### config.mk
export PLATFORM = sky130hd
export DESIGN_NAME = interrupt_priority_test_unit
export DESIGN_NICKNAME = d
export VERILOG_FILES = /design/src/iptu_pkg.sv /design/src/forced_test_group.sv /design/src/interrupt_priority_test_unit.sv /design/src/priority_pick.sv
export SDC_FILE = /design/constraint.sdc
export NUM_CORES = 1
export LEC_CHECK = 0
export ABC_AREA = 1
export BUFFER_PORTS_ARGS = -buffer_cell sky130_fd_sc_hd__buf_4
export CAP_MARGIN = 10
export CELL_PAD_IN_SITES_DETAIL_PLACEMENT = 1
export CELL_PAD_IN_SITES_GLOBAL_PLACEMENT = 1
export CORE_UTILIZATION = 42
export DETAILED_ROUTE_END_ITERATION = 10
export HOLD_SLACK_MARGIN = 0.05
export PLACE_DENSITY = 0.85
export SYNTH_ARGS = -nofsm -noshare
export SYNTH_HDL_FRONTEND = slang
export SYNTH_SLANG_ARGS = --single-unit
### constraint.sdc
create_clock -name aclk -period 20.9 [get_ports aclk]
set_input_delay 1.045 -clock aclk [delete_from_list [all_inputs] [get_ports aclk]]
set_output_delay 1.045 -clock aclk [all_outputs]
set_load 0.05 [all_outputs]
### src/iptu_pkg.sv
// Constants, offsets and layouts of the interrupt priority and test unit
// Operation
// - Each test bit forces one vector
// - Test writes need special mode and enable
// - Forcing disconnects external request inputs from the decoder; wake-up still sees the nonmaskable pin
// - Test register reads show arrived requests
// - One test register per eight interrupts
// - Last group exposes only bits two to zero
// - Unimplemented group ignores writes, reads zero
// - Promote register writes need interrupt mask
// - Written vector byte promotes that interrupt
// - Out-of-range value defaults to external request
// - Tick interrupt takes promoted source's place
// - Decoder validates and ranks pending requests
// - Asynchronous wake-up on valid or nonmaskable
// - Three reset types give own vectors
// - Test registers reachable only in special mode
package iptu_pkg;
    localparam int NUM_GROUPS = 16;
    localparam int GRP_W = 4;
    localparam int IDX_W = 7;
    localparam int REQ_W = 128;
    localparam int MASKABLE_W = 122;
    localparam int EV_W = 3;
    // Byte addresses on the register bus
    localparam logic [7:0] OFF_TEST_CTRL = 8'h1C;
    localparam logic [7:0] OFF_FORCED_TEST = 8'h20;
    localparam logic [7:0] PROMOTE_IDX = 8'h1F;
    localparam logic [7:0] OFF_PROMOTE = {PROMOTE_IDX[5:0], 2'b00};
    localparam logic [7:0] OFF_STATUS = 8'h40;
    localparam logic [7:0] OFF_MASK = 8'h44;
    localparam logic [7:0] OFF_VECTOR = 8'h48;
    // Test control layout
    localparam int TC_WE_BIT = 4;
    localparam logic [4:0] TEST_CTRL_RESET = 5'h00;
    // Promotion
    localparam logic [7:0] PROMOTE_RESET = 8'hF2;
    localparam logic [7:0] PROMOTE_LIMIT = 8'hF2;
    localparam logic [6:0] IRQ_IDX = 7'h79;
    localparam logic [6:0] NONMASKABLE_EXTERNAL_REQUEST_IDX = 7'h7A;
    localparam logic [6:0] RTI_IDX = 7'h78;
    localparam logic [3:0] LAST_GROUP = 4'hF;
    localparam logic [7:0] LAST_GROUP_MASK = 8'h07;
    localparam logic [7:0] FULL_GROUP_MASK = 8'hFF;
    // Vectors
    localparam logic [7:0] VEC_PAGE = 8'hFF;
    localparam logic [15:0] VEC_POR = 16'hFFFE;
    localparam logic [15:0] VEC_CLKMON = 16'hFFFC;
    localparam logic [15:0] VEC_WDOG = 16'hFFFA;
    // Event bits of status and mask
    localparam int EV_PROMOTE_REFUSED = 0;
    localparam int EV_TEST_REFUSED = 1;
    localparam int EV_RESET_VECTOR = 2;
    localparam logic [2:0] EV_RESET = 3'h0;
    localparam logic [1:0] RESP_OKAY = 2'h0;
    localparam logic [1:0] RESP_SLVERR = 2'h2;
endpackage : iptu_pkg

### src/forced_test_group.sv
// One group of eight forcing bits
`timescale 1ns/1ps
module forced_test_group #(
    parameter logic [7:0] USABLE = 8'hFF
) (
    // Clock and reset
    input wire logic aclk,
    input wire logic aresetn,
    // Write port
    input wire logic write_enable,
    input wire logic [7:0] write_data,
    // Forcing bits
    output logic [7:0] forced_bits
);
    typedef struct packed {
        logic [7:0] bits;
    } state_type;

    state_type q;
    state_type d;

    always_comb
    begin
        d = q;
        if (write_enable)
        begin
            d.bits = write_data & USABLE;
        end
    end

    always_ff @(posedge aclk)
    begin
        if (!aresetn)
        begin
            q <= '0;
        end
        else
        begin
            q <= d;
        end
    end

    assign forced_bits = q.bits;
endmodule : forced_test_group

### src/interrupt_priority_test_unit.sv
// Interrupt priority decoder, promotion and test registers, AXI4-Lite
`timescale 1ns/1ps
module interrupt_priority_test_unit (
    // Clock and reset
    input wire logic aclk,
    input wire logic aresetn,
    // AXI4-Lite write
    input wire logic [7:0] awaddr,
    input wire logic awvalid,
    output logic awready,
    input wire logic [31:0] wdata,
    input wire logic [3:0] wstrb,
    input wire logic wvalid,
    output logic wready,
    output logic [1:0] bresp,
    output logic bvalid,
    input wire logic bready,
    // AXI4-Lite read
    input wire logic [7:0] araddr,
    input wire logic arvalid,
    output logic arready,
    output logic [31:0] rdata,
    output logic [1:0] rresp,
    output logic rvalid,
    input wire logic rready,
    // System state
    input wire logic special_mode,
    input wire logic cpu_int_mask,
    input wire logic low_power,
    // Requests
    input wire logic [iptu_pkg::REQ_W-1:0] int_req,
    input wire logic nonmaskable_external_request,
    input wire logic por_req,
    input wire logic clock_monitor_req,
    input wire logic watchdog_supervisor_req,
    // Results
    output logic vector_valid,
    output logic [15:0] vector_address,
    output logic wakeup,
    output logic irq
);
    typedef struct packed {
        logic aw_got, w_got, wlane, awready, wready, bvalid;
        logic arready, rvalid, irq, vec_valid;
        logic [7:0] waddr, wbyte, promote;
        logic [1:0] bresp, rresp;
        logic [31:0] rdata;
        logic [4:0] test_control_register;
        logic [iptu_pkg::EV_W-1:0] status, mask;
        logic [15:0] vec;
    } state_type;

    state_type q;
    state_type d;

    logic [iptu_pkg::REQ_W-1:0] forced, ext, eff;
    logic [iptu_pkg::NUM_GROUPS-1:0] grp_we;
    logic [iptu_pkg::MASKABLE_W-1:0] valid_m, ranked;
    logic [iptu_pkg::GRP_W-1:0] sel;
    logic [iptu_pkg::IDX_W-1:0] p_idx, pick_idx;
    logic pick_found, force_active, test_we, do_write, wr_test;
    logic [7:0] promote_eff;
    logic [31:0] rd_word;
    logic [1:0] rd_resp;
    logic [iptu_pkg::EV_W-1:0] ev;

    assign sel = q.test_control_register[iptu_pkg::GRP_W-1:0];
    assign test_we = q.test_control_register[iptu_pkg::TC_WE_BIT];
    // Test stimulus replaces the pins only with interrupts masked
    assign force_active = special_mode & test_we & cpu_int_mask;
    assign do_write = q.aw_got & q.w_got & ~q.bvalid;
    assign wr_test = do_write & q.wlane & special_mode & test_we
        & (q.waddr == iptu_pkg::OFF_FORCED_TEST)
        & (32'(sel) < iptu_pkg::NUM_GROUPS);

    // Group storage; the last group keeps only its low three bits
    for (genvar g = 0; g < iptu_pkg::NUM_GROUPS; g++)
    begin : g_grp
        assign grp_we[g] = wr_test & (sel == iptu_pkg::GRP_W'(g));
        forced_test_group #(
            .USABLE(g == 15 ? iptu_pkg::LAST_GROUP_MASK
                : iptu_pkg::FULL_GROUP_MASK)
        ) u_grp (
            .aclk(aclk),
            .aresetn(aresetn),
            .write_enable(grp_we[g]),
            .write_data(q.wbyte),
            .forced_bits(forced[g*8 +: 8])
        );
    end

    always_comb
    begin
        ext = int_req;
        ext[iptu_pkg::NONMASKABLE_EXTERNAL_REQUEST_IDX] = nonmaskable_external_request;
        eff = force_active ? forced : ext;
    end

    // Decoder ignores the mask bit under test so forced ranking is visible
    assign valid_m = eff[iptu_pkg::MASKABLE_W-1:0]
        & {iptu_pkg::MASKABLE_W{force_active | ~cpu_int_mask}};
    assign promote_eff = q.promote;
    assign p_idx = promote_eff[7:1];

    always_comb
    begin
        ranked = valid_m;
        if (p_idx != iptu_pkg::RTI_IDX)
        begin
            ranked[p_idx] = valid_m[iptu_pkg::RTI_IDX];
            ranked[iptu_pkg::RTI_IDX] = 1'b0;
        end
    end

    priority_pick #(
        .WIDTH(iptu_pkg::MASKABLE_W),
        .IDX_W(iptu_pkg::IDX_W)
    ) u_pick (
        .req(ranked),
        .found(pick_found),
        .index(pick_idx)
    );

    // Wake-up bypasses the clock, which may be stopped in low power
    assign wakeup = low_power
        & ((|valid_m) | nonmaskable_external_request);

    always_comb
    begin
        rd_word = 32'h0000_0000;
        rd_resp = iptu_pkg::RESP_OKAY;
        if (araddr == iptu_pkg::OFF_PROMOTE)
            rd_word[7:1] = q.promote[7:1];
        else if (araddr == iptu_pkg::OFF_TEST_CTRL)
        begin
            if (special_mode)
                rd_word[4:0] = q.test_control_register;
        end
        else if (araddr == iptu_pkg::OFF_FORCED_TEST)
        begin
            if (special_mode && 32'(sel) < iptu_pkg::NUM_GROUPS)
            begin
                rd_word[7:0] = eff[sel*8 +: 8];
                if (sel == iptu_pkg::LAST_GROUP)
                    rd_word[7:0] = rd_word[7:0]
                        & iptu_pkg::LAST_GROUP_MASK;
            end
        end
        else if (araddr == iptu_pkg::OFF_STATUS)
            rd_word[iptu_pkg::EV_W-1:0] = q.status;
        else if (araddr == iptu_pkg::OFF_MASK)
            rd_word[iptu_pkg::EV_W-1:0] = q.mask;
        else if (araddr == iptu_pkg::OFF_VECTOR)
            rd_word[16:0] = {q.vec_valid, q.vec};
        else
            rd_resp = iptu_pkg::RESP_SLVERR;
    end

    always_comb
    begin
        d = q;
        ev = '0;
        if (awvalid && q.awready)
        begin
            d.aw_got = 1'b1;
            d.waddr = awaddr;
        end
        if (wvalid && q.wready)
        begin
            d.w_got = 1'b1;
            d.wbyte = wdata[7:0];
            d.wlane = wstrb[0];
        end
        if (q.bvalid && bready)
        begin
            d.bvalid = 1'b0;
        end
        if (do_write)
        begin
            d.aw_got = 1'b0;
            d.w_got = 1'b0;
            d.bvalid = 1'b1;
            d.bresp = iptu_pkg::RESP_OKAY;
            if (q.waddr == iptu_pkg::OFF_PROMOTE)
            begin
                if (q.wlane && cpu_int_mask)
                begin
                    if (q.wbyte > iptu_pkg::PROMOTE_LIMIT)
                        d.promote = iptu_pkg::PROMOTE_RESET;
                    else
                        d.promote = {q.wbyte[7:1], 1'b0};
                end
                else
                    ev[iptu_pkg::EV_PROMOTE_REFUSED] = 1'b1;
            end
            else if (q.waddr == iptu_pkg::OFF_TEST_CTRL)
            begin
                if (special_mode && q.wlane)
                    d.test_control_register = q.wbyte[4:0];
                else
                    ev[iptu_pkg::EV_TEST_REFUSED] = 1'b1;
            end
            else if (q.waddr == iptu_pkg::OFF_FORCED_TEST)
                ev[iptu_pkg::EV_TEST_REFUSED] = ~wr_test;
            else if (q.waddr == iptu_pkg::OFF_MASK)
            begin
                if (q.wlane)
                begin
                    d.mask = q.wbyte[iptu_pkg::EV_W-1:0];
                end
            end
            else if (q.waddr == iptu_pkg::OFF_STATUS)
            begin
                if (q.wlane)
                begin
                    d.status = q.status & ~q.wbyte[iptu_pkg::EV_W-1:0];
                end
            end
            else if (q.waddr != iptu_pkg::OFF_VECTOR)
            begin
                d.bresp = iptu_pkg::RESP_SLVERR;
            end
        end
        if (q.rvalid && rready)
        begin
            d.rvalid = 1'b0;
        end
        if (arvalid && q.arready)
        begin
            d.rvalid = 1'b1;
            d.rdata = rd_word;
            d.rresp = rd_resp;
        end
        // Resets outrank the nonmaskable request, which outranks the rest
        d.vec_valid = 1'b1;
        // Promoted source alone leaves the picker empty, so test it first
        if (por_req)
            d.vec = iptu_pkg::VEC_POR;
        else if (clock_monitor_req)
            d.vec = iptu_pkg::VEC_CLKMON;
        else if (watchdog_supervisor_req)
            d.vec = iptu_pkg::VEC_WDOG;
        else if (eff[iptu_pkg::NONMASKABLE_EXTERNAL_REQUEST_IDX])
            d.vec = {iptu_pkg::VEC_PAGE, iptu_pkg::NONMASKABLE_EXTERNAL_REQUEST_IDX, 1'b0};
        else if (valid_m[p_idx])
            d.vec = {iptu_pkg::VEC_PAGE, p_idx, 1'b0};
        else if (pick_found)
            d.vec = {iptu_pkg::VEC_PAGE,
                pick_idx == p_idx ? iptu_pkg::RTI_IDX : pick_idx,
                1'b0};
        else
        begin
            d.vec_valid = 1'b0;
            d.vec = 16'h0000;
        end
        ev[iptu_pkg::EV_RESET_VECTOR] = por_req | clock_monitor_req
            | watchdog_supervisor_req;
        // A new event beats a clear in the same cycle
        d.status = d.status | ev;
        d.irq = |(d.status & d.mask);
        d.awready = ~d.aw_got & ~d.bvalid;
        d.wready = ~d.w_got & ~d.bvalid;
        d.arready = ~d.rvalid;
    end

    always_ff @(posedge aclk)
    begin
        if (!aresetn)
        begin
            q <= '0;
            q.test_control_register <= iptu_pkg::TEST_CTRL_RESET;
            q.promote <= iptu_pkg::PROMOTE_RESET;
            q.status <= iptu_pkg::EV_RESET;
            q.mask <= iptu_pkg::EV_RESET;
        end
        else
        begin
            q <= d;
        end
    end

    assign awready = q.awready;
    assign wready = q.wready;
    assign bvalid = q.bvalid;
    assign bresp = q.bresp;
    assign arready = q.arready;
    assign rvalid = q.rvalid;
    assign rdata = q.rdata;
    assign rresp = q.rresp;
    assign vector_valid = q.vec_valid;
    assign vector_address = q.vec;
    assign irq = q.irq;
endmodule : interrupt_priority_test_unit

### src/priority_pick.sv
// Fixed priority picker: highest set index wins
`timescale 1ns/1ps
module priority_pick #(
    parameter int WIDTH = 122,
    parameter int IDX_W = 7
) (
    // Requests
    input wire logic [WIDTH-1:0] req,
    // Result
    output logic found,
    output logic [IDX_W-1:0] index
);
    always_comb
    begin
        found = 1'b0;
        index = '0;
        for (int i = 0; i < WIDTH; i++)
        begin
            if (req[i])
            begin
                found = 1'b1;
                index = IDX_W'(i);
            end
        end
    end
endmodule : priority_pick
* Yosys cells after proc, flatten, opt, wreduce, memory -nomap -nowiden *
Index checks and enable logic that the tools add are counted.

cells by class
  order comparisons = 3
  eq/ne operators = 29
  shift-type cells = 1
  multiplexer cells = 319
  bitwise operators = 45
  reductions and logical operators = 14

operators by type and width
  kind                                           count
  2-to-1 mux 7 bit                               60
  2-to-1 mux 6 bit                               36
  2-to-1 mux 1 bit                               143
  2-to-1 mux 128 bit                             1
  variable part select 128 x 8 -> 8 bit          1
  bitwise AND 122 bit                            1
  bitwise mux 122 bit                            1
  2-to-1 mux 122 bit                             1
  OR reduction 122 bit                           1
  2-to-1 mux 17 bit                              6
  2-to-1 mux 16 bit                              6
  2-to-1 mux 5 bit                               18
  == test 8 x 7 -> 1 bit, second input constant  7
  2-to-1 mux 2 bit                               17
  2-to-1 mux 3 bit                               11
  == test 4 bit, second input constant           8
  2-to-1 mux 4 bit                               8
  2-to-1 mux 8 bit                               4
  2-to-1 mux 14 bit                              2
  bitwise AND 1 bit                              27
  2-to-1 mux 9 bit                               2
  == test 4 x 3 -> 1 bit, second input constant  4
  == test 8 x 5 -> 1 bit, second input constant  2
  == test 8 x 6 -> 1 bit, second input constant  2
  22 further kinds                               42

storage, ports and cells
  flip-flop bits (word level) = 205
  input bits = 194
  output and inout bits = 60
  word-level logic and storage cells = 448

* Depth between registers and ports, before layout *
  depth after elaboration = 135
  gate-level depth with buffers = 130
  mapped depth without buffers = 130

* By module *
From an unflattened synthesis, not the netlist that was laid out.

second synthesis, totals
  cells, all modules = 3101
  area, all modules = 17750.8 um^2

by module, submodules not included
  module                                   times used  cells each  area each (um^2)  seq. area each (um^2)
  interrupt_priority_test_unit             1           1863        9506.6            1241.2
  forced_test_group at g_grp[0].u_grp ...  15          51          356.6             160.2
  priority_pick                            1           449         2737.6            0.0
  forced_test_group at g_grp[15].u_grp     1           24          157.7             60.1

* Least setup slack after synthesis *
OpenSTA, ideal clock, no wires.

  kind = input -> output
  start = input cpu_int_mask
  end = output wakeup
  arrival time = 6.984 ns
  data required time = 19.855 ns
  slack = 12.871 ns
  cell stages on the path = 29
  buffers on the path = 21
  path through = nand3_2 -> buf_6 -> buf_6 -> buf_6 -> buf_2 -> buf_2 -> buf_2 -> buf_2 -> clkbuf_1 -> clkbuf_1 -> buf_2 -> buf_2 -> clkbuf_1 -> clkbuf_1 -> buf_2 -> buf_2 -> clkbuf_1 -> clkbuf_1 -> buf_2 -> buf_2 -> clkbuf_1 -> clkbuf_1 -> o21ai_0 -> nand2_1 -> inv_1 -> nor4_1 -> nand4_1 -> or4_1 -> o31a_1

between the ends
  longest elaborated chain between the ends = 6
  elaborated cells between the ends (all ways) = 8
  classes of those cells = mux: 1; bitwise: 6; reduce/logical: 1

ends and longest elaborated chain
  what                                                           line                                                                     text
  start: declaration                                             interrupt_priority_test_unit.sv:28                                       input wire logic cpu_int_mask,
  bitwise AND 1 bit / NOT 1 bit (equally long branches)          interrupt_priority_test_unit.sv:70, interrupt_priority_test_unit.sv:101
  2-to-1 mux 128 bit / bitwise OR 1 bit (equally long branches)  interrupt_priority_test_unit.sv:96, interrupt_priority_test_unit.sv:101
  bitwise AND 122 bit *                                          interrupt_priority_test_unit.sv:101                                      & {iptu_pkg::MASKABLE_W{force_active | ~cpu_int_mask}};
  OR reduction 122 bit *                                         interrupt_priority_test_unit.sv:126                                      & ((|valid_m) | nonmaskable_external_request);
  bitwise OR 1 bit *                                             interrupt_priority_test_unit.sv:126
  bitwise AND 1 bit *                                            interrupt_priority_test_unit.sv:126
  end: declaration                                               interrupt_priority_test_unit.sv:39                                       output logic wakeup,

Every way passes the cells marked *; elsewhere a longest branch is shown, timed or not.

* Worst setup path in the final report *
  start = input cpu_int_mask
  end = register q, in the netlist vector_address[5]

between the ends
  longest elaborated chain between the ends = 134
  elaborated cells between the ends (all ways) = 260
  classes of those cells = eq/ne: 1; mux: 255; bitwise: 4

ends and longest elaborated chain
  what                                                           line                                                                     text
  bitwise AND 1 bit / NOT 1 bit (equally long branches)          interrupt_priority_test_unit.sv:70, interrupt_priority_test_unit.sv:101
  2-to-1 mux 128 bit / bitwise OR 1 bit (equally long branches)  interrupt_priority_test_unit.sv:96, interrupt_priority_test_unit.sv:101
  bitwise AND 122 bit                                            interrupt_priority_test_unit.sv:101
  bitwise mux 122 bit                                            interrupt_priority_test_unit.sv:110                                      ranked[p_idx] = valid_m[iptu_pkg::RTI_IDX];
  2-to-1 mux 122 bit                                             interrupt_priority_test_unit.sv:108                                      if (p_idx != iptu_pkg::RTI_IDX)
  2-to-1 mux 1 bit                                               priority_pick.sv:19                                                      if (req[i])
  2-to-1 mux 2 bit (2 in series)                                 priority_pick.sv:19
  2-to-1 mux 3 bit (4 in series)                                 priority_pick.sv:19
  [114 not listed]                                               n/a
  == test 7 bit                                                  interrupt_priority_test_unit.sv:249                                      pick_idx == p_idx ? iptu_pkg::RTI_IDX : pick_idx,
  2-to-1 mux 7 bit                                               interrupt_priority_test_unit.sv:249
  2-to-1 mux 16 bit                                              interrupt_priority_test_unit.sv:247                                      else if (pick_found)
  2-to-1 mux 16 bit                                              interrupt_priority_test_unit.sv:245                                      else if (valid_m[p_idx])
  2-to-1 mux 16 bit *                                            interrupt_priority_test_unit.sv:243                                      else if (eff[iptu_pkg::NONMASKABLE_EXTERNAL_REQUEST_IDX])
  2-to-1 mux 16 bit *                                            interrupt_priority_test_unit.sv:241                                      else if (watchdog_supervisor_req)
  2-to-1 mux 16 bit *                                            interrupt_priority_test_unit.sv:239                                      else if (clock_monitor_req)
  2-to-1 mux 16 bit *                                            interrupt_priority_test_unit.sv:237                                      if (por_req)
  end: declaration                                               interrupt_priority_test_unit.sv:53                                       state_type q;

Every way passes the cells marked *; elsewhere a longest branch is shown, timed or not. The select of a mux whose other input is x is not followed.
A chain may end at the register's enable or synchronous reset.

==> run_results.csv <==
group,metric,value,unit
status,status,"finished clean",
setup_path,critPathMaxStageDelay,0.59,ns
floorplan,ios,254,
setup_path,r2r_end,"vector_address[5]",
clocking,cts_resized,0,
layout,mostFrequentLayoutCell,"nand2_1",
sta,hold_viol_final,0,
clocking,cts_buffers,17,
synth,yosys.area.top_type_share,0.2496,
global_routing,grt_pass1_wl,111100,um
clocking,path_clk_slew,0.08,ns
floorplan,start_util,0.4285,
clocking,cts_tree,"done",
sta,final_max_slew_viol_count,0,
global_routing,grt_max_degree,106,
setup_path,crit_arrival,10.68,ns
sta,fin_crit,10.35,ns
setup_path,reg2reg_slack,10.73,ns
floorplan,fp.dieW,190.0,um
layout,num_antenna_cells,0,
power_and_ir_drop,powerDensity,53.25,nW/um^2
synth,syn_area,14840,um^2
route,ant_nets,0,
route,drtPass1Iterations,8,
sta,fmax,96.59,MHz
setup_path,critical_path_class,"in -> reg",
sta,worstMarginPinSlew,1.360,ns
route,viasPerCell,6.036,
synth,ys_seq_elements,185,
floorplan,die_area,36090,um^2
layout,syn2layout_area_growth,13.52,%
clocking,cts.sinks,185,
sta,fin_tns_setup,0,ns
setup_path,endpoint_kind,"flip-flop",
clocking,ctsHoldBuffers,0,
synth,yosys_warnings,0,
synth,synth-async-reset-ratio,0,
route,wl_per_cell,23.53,um
sta,finalSetupViolCount,0,
setup_path,r2r-start,"q[26]",
setup_path,crit_required,21.23,ns
min_path,min_path_type,"reg -> reg",
synth,ys_types,51,
route,met2WireLength,32290,um
route,wl,74440,um
global_routing,grt_pass1_vias,18790,
floorplan,chipHeight,190.0,um
synth,synth_edf_count,0,
placement,place_congestion,1.024,
synth,synth.yosys.seq_area_share,0.2496,
sta,min_period_over_period,0.4954,
synth,ys.flop_type,"dfxtp_1",
layout,final_cell_mix,"nand2_1, o21ai_0, inv_1, nor2_1, buf_4",
global_routing,grt_antenna_before_repair,3,
layout,finalNetCount,2892,
clocking,clock_latency,0.46,ns
sta,skew,0.01589,ns
synth,synth.avg_cell_area,5.683,um^2
min_path,whs_path_depth,2,
route,drcViolationCount,0,
sta,maxSlewHeadroom,0.09181,
route,route.met3.wl,7123,um
clocking,cts_max_path_buffers,2,
setup_path,crit_top_cell,"nand2_1",
clocking,cts_setup_buffers,0,
setup_path,path_max_fanout,88,
clocking,clockRootBuffer,"clkbuf_16",
floorplan,rows,68,
placement,hpwlAfterDp,55120,um
sta,rsz0062_at_grt,"false",
setup_path,cp-start-kind,"primary input",
setup_path,reg2reg_depth,126,
clocking,htreeDepth,4,
min_path,min-delay-start,"g_grp[4].u_grp.forced_bits[1]",
global_routing,grtUsageTotal,0.4087,
route,top_layer,"met5",
route,num_vias,19090,
power_and_ir_drop,peakVddDrop,0.06083,mV
run,cap_violations,0,
synth,yosys.area.top_type,"dfxtp_1",
route,drt_iter0_drc,1808,
placement,io_buffers,207,
global_routing,grt_overflow,0,
setup_path,slowest_stage,"nand3_4",
min_path,min_to,"g_grp[4].u_grp.forced_bits[1]",
power_and_ir_drop,leakage,7.564,nW
route,met1_length,31340,um
floorplan,fp.coreArea,34630,um^2
synth,synthTopCellsByArea,"dfxtp_1, nand2_1, o21ai_0, inv_1, a21oi_1",
synth,synth_cells,2611,
layout,drive_gt1_frac,0.1119,
layout,final_util,0.4865,
## how the worst max path moves through the flow
stage | startpoint | to | slack (ns)
4_1_cts | cpu_int_mask | vector_address[5] | 10.81
6_report | cpu_int_mask | vector_address[5] | 10.55
2_1_floorplan | cpu_int_mask | wakeup | 12.87
3_3_place_gp | cpu_int_mask | vector_address[5] | 10.61
3_5_place_dp | cpu_int_mask | vector_address[5] | 10.34
5_1_grt | cpu_int_mask | vector_address[5] | 9.10
## worst max-delay path: cells and delay by family
family / cells / cell delay [ns]
compound gates: 2 / 0.24
buf+inv: 3 / 1.00
simple gates: 122 / 8.31
## stage by stage
stage / worst slack, ns / hold WS, ns / instances / cell area (um^2) / total power, W
6_report: 10.55 / 0.4516 / 3163 / 16850 / 0.0008971
5_1_grt: 9.102 / 0.4687 / 3163 / 16850 / 0.0009280
4_1_cts: 10.81 / 0.4524 / 3163 / 16840 / 0.0008916
3_5_place_dp: 10.34 / 0.4419 / 3134 / 16300 / 0.0005714
3_3_place_gp: 10.61 / 0.4333 / 3134 / 16300 / 0.0005662
2_1_floorplan: 12.87 / 0.4240 / 2628 / 14900 / 0.0004981
## layout make-up
type,count,area (um^2)
Fill cell,4929,17780
Multi-Input combinational cell,1923,8987
Sequential cell,185,3704
Timing Repair Buffer,236,1772
Tap cell,455,569.3
Clock buffer,17,425.4
Clock inverter,12,117.6
Inverter,335,1271
## state kept, by name, indices dropped and copies added (netlist names), 7 cells and up
| register | cells |
|---|---|
| promote_eff | 7 |
| q | 30 |
| rdata | 9 |
| g_grp.u_grp.forced_bits | 123 |
| vector_address | 7 |
## layer usage
metal  vias up  global-route usage
met4         4              0.2066
met5         -                   0
met1      9167              0.5396
li1       8744                   -
met2       962              0.6301
met3       214             0.08024
## cell usage after synthesis, types with 4 or more instances
cell type	instances
nand2_1	694
o21ai_0	393
inv_1	319
nor2_1	269
a21oi_1	203
dfxtp_1	185
clkbuf_1	96
o22ai_1	84
buf_4	56
nand4_1	33
nand3_1	30
a31oi_1	26
buf_2	22
o21ai_1	22
nor3_1	19
a221oi_1	18
nor4_1	17
inv_2	12
o211ai_1	11
o41ai_1	11
o31ai_1	10
o2111ai_1	9
buf_1	8
nand2_2	7
nor2_2	5
o21ai_2	5
a211oi_1	4
## cell families (layout without fill, tap and decap cells)
| logic type | after synthesis | after routing | share of synthesized area |
|---|---|---|---|
| AND/OR/NAND/NOR | 1086 | 1086 | 0.2943 |
| AO/OA/AOI/OAI | 817 | 817 | 0.3047 |
| other | 1 | 18 | 0.0002527 |
| flip-flops | 185 | 185 | 0.2496 |
| buffers and inverters | 520 | 600 | 0.1500 |
| XOR/XNOR | 2 | 2 | 0.001181 |
## report_power, final
group / internal, W / total, W / switching [W] / leakage (nW)
clock network: 0.000164 / 0.000327 / 0.000162 / 0.265
logic: 0.0000654 / 0.000203 / 0.000138 / 5.80
registers: 0.000358 / 0.000367 / 0.00000944 / 1.50
total: 0.000587 / 0.000897 / 0.000310 / 7.56
Note: power is estimated with default switching activity, not from simulation.
